--- src/memctl_defs.vh ---
// Purpose: constants for the external-control and memory-control unit
// Assumes: one clock, synchronous active-high reset
// Notes:   register port addresses are word indices
`ifndef MEMCTL_DEFS_VH
`define MEMCTL_DEFS_VH

// ----------------------------------------------------------------
// op codes on the request port
// ----------------------------------------------------------------
`define OP_ECIN      4'h1
`define OP_ECOUT     4'h2
`define OP_TOUCH     4'h3
`define OP_TOUCHST   4'h4
`define OP_DCINV     4'h5
`define OP_SYSCALL   4'h6
`define OP_RETINT    4'h7
`define OP_MTSEG     4'h8
`define OP_MFSEG     4'h9

// ----------------------------------------------------------------
// exception codes
// ----------------------------------------------------------------
`define EXC_NONE     3'h0
`define EXC_ALIGN    3'h1
`define EXC_DSTORE   3'h2
`define EXC_SYSCALL  3'h3

// ----------------------------------------------------------------
// register port map
// ----------------------------------------------------------------
`define ADDR_EXT_ACCESS  4'h0
`define ADDR_CONFIG0     4'h1
`define ADDR_STATUS      4'h2
`define ADDR_SEG_BASE    4'h8

// ----------------------------------------------------------------
// field positions
// ----------------------------------------------------------------
`define EAR_RID_HI       3
`define EAR_RID_LO       0
`define CFG_TOUCH_NOOP   0
`define CFG_ADDR_BCAST   1
`define CFG_SHADOW_SEG   2
`define CFG_DC_DISABLE   3
`define CFG_DC_LOCK      4
`define SEG_DIRECT_STORE 31
`define ALIGN_MASK       32'h00000003
`define XFER_WORD_SIZE   3'h4
`define CFG_RESET        32'h00000000
`define EAR_RESET        32'h00000000
`define STATE_INVALID    2'h0
`define STATE_EXCL       2'h1
`define STATE_MOD        2'h2

`endif

--- src/memctl_unit.v ---
// Purpose: external-control bus access and memory-control instructions
// Assumes: one operation at a time; req only while busy is low
// Notes:   cache tag lookup is outside; hit and state come in with req
`timescale 1ns/10ps
`include "memctl_defs.vh"

module memctl_unit (
    input  wire        clk_sys,
    input  wire        rst,
    // register port
    input  wire [3:0]  reg_addr,
    input  wire [31:0] reg_wdata,
    input  wire        reg_wr,
    input  wire        reg_rd,
    output reg  [31:0] reg_rdata,
    // operation request
    input  wire        req,
    input  wire [3:0]  req_op,
    input  wire [31:0] req_ea,
    input  wire [31:0] req_pa,
    input  wire [31:0] req_src,
    input  wire [3:0]  req_seg,
    input  wire        data_xlate_enable,
    input  wire        instr_xlate_enable,
    input  wire        bat_prot_viol,
    input  wire        tlb_prot_viol,
    input  wire        dc_hit,
    input  wire [1:0]  dc_state,
    output wire        busy,
    output reg         done,
    output reg  [31:0] result,
    output reg  [2:0]  exc_code,
    output reg         ctx_sync,
    output reg         arch_update,
    output reg         fetch_redirect,
    output reg         dc_inval,
    output reg  [1:0]  dc_new_state,
    output reg         dc_writeback,
    output reg         touch_fill,
    // system bus
    output reg         bus_req,
    output reg  [31:0] bus_addr,
    output reg         bus_tbst,
    output reg  [2:0]  bus_tsize,
    output reg         bus_write,
    output reg         bus_bcast,
    output reg  [31:0] bus_dout,
    output reg         bus_dout_en,
    input  wire        bus_addr_ack,
    input  wire        bus_data_ack,
    input  wire [31:0] bus_din
);
    localparam ST_IDLE = 4'b0001;
    localparam ST_ADDR = 4'b0010;
    localparam ST_DATA = 4'b0100;
    localparam ST_RET  = 4'b1000;

    reg [3:0]  state_ff;
    reg [3:0]  nxt_state;
    reg [31:0] external_access_reg_ff;
    reg [31:0] impl_config_reg0_ff;
    reg        op_in_ff;
    reg [15:0] op_count_ff;
    reg [2:0]  last_exc_ff;

    wire        touch_noop_bit        = impl_config_reg0_ff[`CFG_TOUCH_NOOP];
    wire        addr_broadcast_enable = impl_config_reg0_ff[`CFG_ADDR_BCAST];
    wire        shadow_seg_read_bit   = impl_config_reg0_ff[`CFG_SHADOW_SEG];
    wire        dc_disable            = impl_config_reg0_ff[`CFG_DC_DISABLE];
    wire        dc_lock               = impl_config_reg0_ff[`CFG_DC_LOCK];
    wire [3:0]  resource_id =
        external_access_reg_ff[`EAR_RID_HI:`EAR_RID_LO];

    // ------------------------------------------------------------
    // segment registers
    // ------------------------------------------------------------
    wire        seg_wr = req && state_ff == ST_IDLE
                         && req_op == `OP_MTSEG;
    wire [3:0]  seg_rd_idx = (reg_rd && reg_addr >= `ADDR_SEG_BASE) ?
                             {1'b0, reg_addr[2:0]} : req_seg;
    wire [31:0] seg_rd_data;

    // move ops never look at either translation enable
    seg_file u_seg (
        .clk_sys   (clk_sys),
        .rst       (rst),
        .wr_en     (seg_wr),
        .wr_idx    (req_seg),
        .wr_data   (req_src),
        .rd_idx    (seg_rd_idx),
        .rd_shadow (shadow_seg_read_bit),
        .rd_data   (seg_rd_data)
    );

    wire seg_direct_store_bit = seg_rd_data[`SEG_DIRECT_STORE];
    wire misaligned = |(req_ea & `ALIGN_MASK);
    wire is_ec = req_op == `OP_ECIN || req_op == `OP_ECOUT;
    wire is_touch = req_op == `OP_TOUCH || req_op == `OP_TOUCHST;

    assign busy = state_ff != ST_IDLE;

    // ------------------------------------------------------------
    // register port
    // ------------------------------------------------------------
    always @(posedge clk_sys) begin
        if (rst) begin
            external_access_reg_ff <= `EAR_RESET;
            impl_config_reg0_ff    <= `CFG_RESET;
            reg_rdata              <= 32'h00000000;
        end else begin
            if (reg_wr && reg_addr == `ADDR_EXT_ACCESS)
                external_access_reg_ff <= reg_wdata;
            if (reg_wr && reg_addr == `ADDR_CONFIG0)
                impl_config_reg0_ff <= reg_wdata;
            reg_rdata <= 32'h00000000;
            if (reg_rd) begin
                case (reg_addr)
                    `ADDR_EXT_ACCESS: reg_rdata <= external_access_reg_ff;
                    `ADDR_CONFIG0:    reg_rdata <= impl_config_reg0_ff;
                    `ADDR_STATUS:     reg_rdata <= {11'h000, last_exc_ff,
                                                    state_ff[1:0],
                                                    op_count_ff};
                    default: begin
                        if (reg_addr >= `ADDR_SEG_BASE)
                            reg_rdata <= seg_rd_data;
                    end
                endcase
            end
        end
    end

    // ------------------------------------------------------------
    // sequencer
    // ------------------------------------------------------------
    always @* begin
        nxt_state = state_ff;
        case (state_ff)
            ST_IDLE: begin
                if (req && is_ec && !misaligned && !seg_direct_store_bit)
                    nxt_state = ST_ADDR;
                else if (req && req_op == `OP_RETINT)
                    nxt_state = ST_RET;
            end
            ST_ADDR: if (bus_addr_ack) nxt_state = ST_DATA;
            ST_DATA: if (bus_data_ack) nxt_state = ST_IDLE;
            ST_RET:  nxt_state = ST_IDLE;
            default: nxt_state = ST_IDLE;
        endcase
    end

    always @(posedge clk_sys) begin
        if (rst) begin
            state_ff       <= ST_IDLE;
            op_in_ff       <= 1'b0;
            op_count_ff    <= 16'h0000;
            last_exc_ff    <= `EXC_NONE;
            done           <= 1'b0;
            result         <= 32'h00000000;
            exc_code       <= `EXC_NONE;
            ctx_sync       <= 1'b0;
            arch_update    <= 1'b0;
            fetch_redirect <= 1'b0;
            dc_inval       <= 1'b0;
            dc_new_state   <= `STATE_INVALID;
            dc_writeback   <= 1'b0;
            touch_fill     <= 1'b0;
            bus_req        <= 1'b0;
            bus_addr       <= 32'h00000000;
            bus_tbst       <= 1'b0;
            bus_tsize      <= 3'h0;
            bus_write      <= 1'b0;
            bus_bcast      <= 1'b0;
            bus_dout       <= 32'h00000000;
            bus_dout_en    <= 1'b0;
        end else begin
            state_ff       <= nxt_state;
            done           <= 1'b0;
            exc_code       <= `EXC_NONE;
            ctx_sync       <= 1'b0;
            arch_update    <= 1'b0;
            fetch_redirect <= 1'b0;
            dc_inval       <= 1'b0;
            dc_writeback   <= 1'b0;
            touch_fill     <= 1'b0;
            bus_bcast      <= 1'b0;
            case (state_ff)
                ST_IDLE: begin
                    if (req) begin
                        op_count_ff <= op_count_ff + 16'h0001;
                        case (req_op)
                            `OP_ECIN, `OP_ECOUT: begin
                                if (misaligned) begin
                                    done        <= 1'b1;
                                    exc_code    <= `EXC_ALIGN;
                                    last_exc_ff <= `EXC_ALIGN;
                                end else if (seg_direct_store_bit) begin
                                    done        <= 1'b1;
                                    exc_code    <= `EXC_DSTORE;
                                    last_exc_ff <= `EXC_DSTORE;
                                end else begin
                                    // undefined pa if translation off
                                    bus_req   <= 1'b1;
                                    bus_addr  <= req_pa;
                                    bus_tbst  <= resource_id[3];
                                    bus_tsize <= resource_id[2:0];
                                    bus_write <= req_op == `OP_ECOUT;
                                    op_in_ff  <= req_op == `OP_ECIN;
                                    bus_dout  <= req_src;
                                end
                            end
                            `OP_TOUCH, `OP_TOUCHST: begin
                                done <= 1'b1;
                                touch_fill <= !touch_noop_bit
                                    && !seg_direct_store_bit
                                    && !dc_hit && !dc_disable
                                    && !dc_lock
                                    && !bat_prot_viol && !tlb_prot_viol;
                            end
                            `OP_DCINV: begin
                                done <= 1'b1;
                                if (seg_direct_store_bit) begin
                                    done <= 1'b1;
                                end else if (bat_prot_viol) begin
                                    exc_code    <= `EXC_DSTORE;
                                    last_exc_ff <= `EXC_DSTORE;
                                end else if (tlb_prot_viol) begin
                                    exc_code    <= `EXC_DSTORE;
                                    last_exc_ff <= `EXC_DSTORE;
                                end else begin
                                    // ignores disable and lock
                                    dc_inval     <= dc_hit;
                                    dc_new_state <= `STATE_INVALID;
                                    bus_bcast <= addr_broadcast_enable;
                                    bus_addr  <= req_pa;
                                end
                            end
                            `OP_SYSCALL: begin
                                done        <= 1'b1;
                                ctx_sync    <= 1'b1;
                                exc_code    <= `EXC_SYSCALL;
                                last_exc_ff <= `EXC_SYSCALL;
                            end
                            `OP_RETINT: begin
                                ctx_sync    <= 1'b1;
                                arch_update <= 1'b1;
                            end
                            `OP_MTSEG: begin
                                done <= 1'b1;
                            end
                            `OP_MFSEG: begin
                                done   <= 1'b1;
                                result <= seg_rd_data;
                            end
                            default: begin
                                done <= 1'b1;
                            end
                        endcase
                    end
                end
                ST_ADDR: begin
                    bus_tsize <= resource_id[2:0];
                    if (bus_addr_ack) begin
                        bus_req     <= 1'b0;
                        bus_dout_en <= bus_write;
                    end
                end
                ST_DATA: begin
                    if (bus_data_ack) begin
                        done        <= 1'b1;
                        bus_dout_en <= 1'b0;
                        bus_write   <= 1'b0;
                        if (op_in_ff)
                            result <= bus_din;
                    end
                end
                ST_RET: begin
                    done           <= 1'b1;
                    fetch_redirect <= 1'b1;
                end
                default: begin
                    done <= 1'b0;
                end
            endcase
        end
    end

    // word size is implied by the op; xfer_size is an internal wire only, on no port
    wire [2:0] xfer_size = `XFER_WORD_SIZE;
    wire       unused_ok = ^{xfer_size, instr_xlate_enable, is_touch,
                             data_xlate_enable, dc_state};
endmodule // memctl_unit

--- src/seg_file.v ---
// Purpose: segment registers, architected and shadow copies
// Assumes: written only by the move-to-segment operation
// Notes:   both copies written together, read selectable
`timescale 1ns/10ps
`include "memctl_defs.vh"

module seg_file (
    input  wire        clk_sys,
    input  wire        rst,
    input  wire        wr_en,
    input  wire [3:0]  wr_idx,
    input  wire [31:0] wr_data,
    input  wire [3:0]  rd_idx,
    input  wire        rd_shadow,
    output wire [31:0] rd_data
);
    reg [31:0] seg_ff    [0:15];
    reg [31:0] shadow_ff [0:15];

    // ------------------------------------------------------------
    // storage
    // ------------------------------------------------------------
    genvar g;
    generate
        for (g = 0; g < 16; g = g + 1) begin : g_seg
            always @(posedge clk_sys) begin
                if (rst) begin
                    seg_ff[g]    <= 32'h00000000;
                    shadow_ff[g] <= 32'h00000000;
                end else if (wr_en && wr_idx == g) begin
                    seg_ff[g]    <= wr_data;
                    shadow_ff[g] <= wr_data;
                end
            end
        end
    endgenerate

    assign rd_data = rd_shadow ? shadow_ff[rd_idx] : seg_ff[rd_idx];
endmodule // seg_file
--- config.mk ---
export PLATFORM = sky130hd
export DESIGN_NAME = memctl_unit
export DESIGN_NICKNAME = d
export VERILOG_FILES = /design/src/memctl_unit.v /design/src/seg_file.v
export VERILOG_INCLUDE_DIRS = /design/src /design/src/src
export SDC_FILE = /design/constraint.sdc
export NUM_CORES = 1
export LEC_CHECK = 0
export ABC_AREA = 1
export ABC_CLOCK_PERIOD_IN_PS = 5520
export BUFFER_PORTS_ARGS = -buffer_cell sky130_fd_sc_hd__buf_2
export CAP_MARGIN = 25
export CORE_UTILIZATION = 30
export DETAILED_ROUTE_END_ITERATION = 10
export PLACE_DENSITY_LB_ADDON = 0.2
export SETUP_SLACK_MARGIN = 0.1
export SYNTH_ARGS = -nofsm -noshare
export SYNTH_HDL_FRONTEND = slang
export SYNTH_SLANG_ARGS = --single-unit
--- constraint.sdc ---
create_clock -name clk_sys -period 5.52 [get_ports clk_sys]
set_input_delay 1.656 -clock clk_sys [delete_from_list [all_inputs] [get_ports clk_sys]]
set_output_delay 1.656 -clock clk_sys [all_outputs]
set_load 0.01 [all_outputs]
== Word-level counts from Yosys, hierarchy flattened ==
Memory sizes are Yosys's and may differ from the RTL's.
Cells that the tools add are included.

* Add/sub/neg operators: 1
* Magnitude comparators: 1
* Equality and inequality tests: 47
* Muxes and demuxes: 142
* Bitwise logic cells: 39
* Reductions and logical operators: 65

{| class="wikitable"
|+ Operator list
! cell !! count
|-
| 2-to-1 mux 32 bit || 43
|-
| one-hot mux 32 bit (2 select lines) || 2
|-
| one-hot mux 32 bit (3 select lines) || 1
|-
| 2-to-1 mux 1 bit || 68
|-
| == test 4 bit, second input constant || 11
|-
| == test 4 x 3 -> 1 bit, second input constant || 9
|-
| OR 1 bit || 32
|-
| logical AND 1 bit || 31
|-
| 2-to-1 mux 3 bit || 9
|-
| == test 4 x 2 -> 1 bit, second input constant || 6
|-
| inequality test 2 bit, second input constant || 11
|-
| 2-to-1 mux 4 bit || 5
|-
| AND reduction 6 bit || 3
|-
| adder 16 x 1 -> 16 bit, second input constant || 1
|-
| == test 4 x 1 -> 1 bit, second input constant || 4
|-
| AND reduction 5 bit || 3
|-
| one-hot mux 4 bit (3 select lines) || 1
|-
| 2-to-1 mux 2 bit || 5
|-
| OR reduction 2 bit || 5
|-
| one-hot mux 3 bit (3 select lines) || 1
|-
| zero test 1 bit || 8
|-
| zero test 4 bit || 2
|-
| one-hot mux 1 bit (2 select lines) || 4
|-
| AND reduction 8 bit || 1
|-
| 17 further kinds || 29
|}

* Bits in registers: 233
* Memory bits (writable): 1024
* Output and inout bits: 149
* Word-level logic and storage cells: 320
* Memories: 2

{| class="wikitable"
|+ Memories
! memory !! depth !! bits a word !! read ports !! clocked after memory_dff !! write ports !! line !! RTL
|-
| u_seg.seg_ff || 16 || 32 || 1 || 0 || 16 || seg_file.v:17 || <nowiki>reg [31:0] seg_ff [0:15];</nowiki>
|-
| u_seg.shadow_ff || 16 || 32 || 1 || 0 || 16 || seg_file.v:18 || <nowiki>reg [31:0] shadow_ff [0:15];</nowiki>
|}

== Depth between registers and ports, before layout ==
An unclocked memory read counts as a cell.

* Depth after elaboration: 12
* Depth in mapped cells: 15
* Depth with buffers taken out: 13

== By module ==
A second synthesis with hierarchy kept.

* Cell total of the unflattened synthesis: 4075
* Area, all modules: 34162.8 µm²

{| class="wikitable"
|+ By module, submodules not included
! module !! times used !! cells an instance !! area an instance (µm²)
|-
| seg_file || 1 || 2749 || 24473.5
|-
| memctl_unit || 1 || 1326 || 9689.3
|}

== Worst setup path after synthesis ==
OpenSTA, ideal clock, no wires.

* Path type: input to register
* Start point: in req_op[3]
* End point: mem u_seg.shadow_ff[11][0] (enable)
* Library setup time: 0.466 ns
* Arrival: 4.518 ns
* Data required time: 5.054 ns
* Slack: 0.536 ns
* Cell stages on the path: 6
* Cells stage by stage: inv_1 > nor2_1 > nand3_2 > nor3_2 > inv_1 > o21ai_0

{| class="wikitable"
|+ RTL lines
! item !! line !! RTL
|-
| from (decl) || memctl_unit.v:18 || <nowiki>input wire [3:0] req_op,</nowiki>
|-
| to (decl) || seg_file.v:18 ||
|}

== Worst setup path in the final report ==
* Start point: in reg_addr[3]
* End point: reg reg_rdata[28]

* Longest elaborated chain between the ends: 7
* Elaborated cells between the ends (all ways): 11
* Those cells by class: order compare: 1; eq/ne: 2; mux: 4; reduce/logical: 2; memory: 2

{| class="wikitable"
|+ Ends and longest elaborated chain
! item !! line !! RTL
|-
| from (decl) || memctl_unit.v:11 || <nowiki>input wire [3:0] reg_addr,</nowiki>
|-
| >= comparator 4 bit (no line) || - ||
|-
| logical AND 1 bit (no line) || - ||
|-
| 2-to-1 mux 4 bit || memctl_unit.v:79 || <nowiki>wire [3:0] seg_rd_idx = (reg_rd && reg_addr >= `ADDR_SEG_BASE) ?</nowiki>
|-
| memory (16 x 32 bit) (on tied branches) || - ||
|-
| 2-to-1 mux 32 bit || seg_file.v:38 || <nowiki>assign rd_data = rd_shadow ? shadow_ff[rd_idx] : seg_ff[rd_idx];</nowiki>
|-
| 2-to-1 mux 32 bit || memctl_unit.v:124 || <nowiki>if (reg_addr >= `ADDR_SEG_BASE)</nowiki>
|-
| one-hot mux 32 bit (3 select lines) * || memctl_unit.v:117 || <nowiki>case (reg_addr)</nowiki>
|-
| to (signal assigned) || memctl_unit.v:118 || <nowiki>`ADDR_EXT_ACCESS: reg_rdata <= external_access_reg_ff;</nowiki>
|-
| to (signal assigned) || memctl_unit.v:119 || <nowiki>`ADDR_CONFIG0: reg_rdata <= impl_config_reg0_ff;</nowiki>
|-
| to (signal assigned) || memctl_unit.v:125 || <nowiki>reg_rdata <= seg_rd_data;</nowiki>
|-
| to (decl) || memctl_unit.v:15 || <nowiki>output reg [31:0] reg_rdata,</nowiki>
|}

Every way passes the cells marked *; elsewhere a longest branch is shown, timed or not.
A chain may end at the register's enable or synchronous reset.

==> results_dict.tcl <==
set metrics [dict create \
    status "completed" \
    start_kind "primary input" \
    syn_inst 3500 \
    fmaxAchievable_ghz 0.265 \
    stdcell_count 5160 \
    grt_first_pass_wirelength_um 164000 \
    tightest_slew_ps 1000 \
    fin_worst_skew_ps 60.0 \
    die_w_um 330 \
    wl_um 114000 \
    syn-cell-area_um2 32200 \
    remaining_drc_errors 0 \
    crit_top_cell "nand2_1" \
    synth_area_leaders "edfxtp_1 48%, dfxtp_1 14%, nand3_1 9.5%, nand2_1 7.8%, nor2_1 7.4%" \
    seq_area_frac_synth_pct 62.1 \
    worstPathArrival_ps 4310 \
    dominantRegCellSynth "edfxtp_1" \
    hpwl_um 69300 \
    cts_setup_buffers 0 \
    grt_overflow_total 0 \
    rows 119 \
    setup_ws_ps 1750 \
    nets 3883 \
    vias 26000 \
    synth.most_common_cell "nand2_1" \
    end_kind "register" \
    syn_avg_cell_area_um2 9.20 \
    rsz0062_at_grt "false" \
    fillCellCount 10800 \
    grt_pass1_vias 24100 \
    die_area_um2 109000 \
    syn2layout_area_growth_pct 18.8 \
    cts_buffer_depth 3 \
    routabilityCongestion 0.828 \
    cp_top_family "simple AND/OR/NAND/NOR gates" \
    netlist.area_leader.share_pct 47.8 \
    yosysTopAreaCell "edfxtp_1" \
    drv_slew 0 \
    async_flop_share_pct 0 \
    num_io_pins 335 \
    wl_per_cell_um 22.1 \
    tns_ps 0 \
    ir_drop_uv 224 \
    layout_min_cycle_time_ps 3770 \
    clk_pin_slew_ps 60 \
    report.final.hold_viol_count 0 \
    die_h_um 330 \
    power.density_nw_per_um2 345 \
    clkSinkCount 743 \
    min_period_over_period_pct 68.3 \
    max_stage_delay_ps 360 \
    cts_buffers 90 \
    yosysUniqueCellTypes 42 \
    power_leakage_nw 15.1 \
    cts_tree "yes" \
    cts_resized 0 \
    drv_cap 0 \
    setup_viol 0 \
    crit_chain "buf_2, nand2_4, nand2_1, nand2_8, buf_12, nand2_1, nand3_1, nand3_1, nand3_1, nand2_1, clkinv_1, nand2_1, a31oi_1" \
    port_buffers 296 \
    layout-drive-gt1-share_pct 16.0 \
    pre_cts_slack_ps 1090 \
    core_area_um2 106000 \
    cp_max_fo 68 \
    initial_utilization_pct 30.4 \
    root_buffer "clkbuf_16" \
    yosysWarnings 0 \
    synth_common_cells "672 x nand2_1, 631 x nor2_1, 608 x nand3_1" \
    crit_required_ps 6060 \
    first_pass_iters 5 \
    slowest_stage "buf_12" \
    antenna_found_initial 8 \
    grt_usage_pct 20.5 \
    ant_nets 0 \
    drt-initial-drc-count 2454 \
    slew_headroom_pct 33.4 \
    hold_buffers 0 \
    viasPerCell 5.04 \
    cp_num_buf_inv 3 \
    grt_max_degree 90 \
    htree_levels 3 \
    path_class "in -> reg" \
    hold_path.class "reg -> reg" \
    clk_latency_ps 690 \
    synth-seq-cells 743 \
    synth-edff-count 512 \
    dp_cells 4995 \
]
-- worst paths after layout --
kind,from,end,slack (ps),cells past startpoint
worst min register to register,impl_config_reg0_ff[19]$_SDFFE_PP0P_,impl_config_reg0_ff[19]$_SDFFE_PP0P_,460,2
worst min-delay path,impl_config_reg0_ff[19]$_SDFFE_PP0P_,impl_config_reg0_ff[19]$_SDFFE_PP0P_,460,2
worst max register to register,state_ff[0]$_SDFFE_PP1P_,u_seg.shadow_ff[14][8]$_SDFFCE_PN0P_,2050,11
worst max-delay path,reg_addr[3],reg_rdata[28]$_SDFF_PP0_,1750,13
-- worst reg2reg max path: cells and delay by family (launching register included) --
kind	cells	cell delay [ps]
buffers and inverters	5	1110
DFF	1	340
and+or+nand+nor	6	1870
-- logic make-up after synthesis --
| kind of cell | share of synthesized area (%) |
|---|---|
| AO/OA/AOI/OAI | 6.15 |
| XOR/XNOR | 0.0272 |
| adder cells (fa/ha/maj) | 0.0389 |
| buffers and inverters | 5.60 |
| flip-flops | 62.1 |
| other | 0.0116 |
| AND/OR/NAND/NOR | 26.0 |
-- sequential cells by signal, summed over array words and instances (netlist names), 2 cells and up --
name and flops:
exc_code 2, bus_addr 32, bus_tsize 3, state_ff 4
external_access_reg_ff 32, result 32, last_exc_ff 2, op_count_ff 16
impl_config_reg0_ff 32, reg_rdata 32, u_seg.shadow_ff 512, bus_dout 32
-- report_power, final --
part	internal, W	total (W)	switching [W]
logic	0.000307	0.00122	0.000914
clock network	0.00337	0.00585	0.00247
registers	0.00609	0.00613	0.0000443
total	0.00977	0.0132	0.00343
-- through the flow --
stage	power [W]	utilization, %	hold WS [ps]	cell area [um^2]
final	0.0132	36.1	456	38200
after global routing	0.0137	36.1	477	38200
after CTS	0.0133	36.1	458	38200
after detailed placement	0.00747	33.4	448	35300
after global placement	0.00746	33.4	441	35300
after floorplan	0.00694	-	430	32200
-- layer usage --
layer,routed length (um),vias to the layer above,global-route usage (%)
met3,9260,185,4.58
met2,51500,997,31.9
met4,3400,10,6.55
met1,49700,12600,28.3
li1,-,12200,-
met5,60,-,0
-- cells in the final DEF, fill, tap and decap left out, types with 20 or more instances in the layout --
cell type / Yosys / routed
a21oi_1: 207 / 207
buf_12: 0 / 20
buf_2: 105 / 295
buf_4: 11 / 55
clkbuf_16: 0 / 94
dfxtp_1: 231 / 231
edfxtp_1: 512 / 512
inv_1: 118 / 117
nand2_1: 672 / 671
nand3_1: 608 / 592
nand3_2: 9 / 25
nor2_1: 631 / 631
o21ai_0: 83 / 67
o21ai_1: 34 / 33
-- cell type report --
class / instances / area, um^2 / area share [%]
antenna: 1 / 2.50 / 0.00654
sequential: 743 / 20000 / 52.3
tap: 1391 / 1740 / 4.55
clock inverter: 44 / 385 / 1.01
multi-input combinational: 2347 / 10700 / 28.1
timing repair buffer: 370 / 2290 / 5.99
inverter: 144 / 551 / 1.44
clock buffer: 120 / 2530 / 6.62
(Power assumes the default switching activity.)
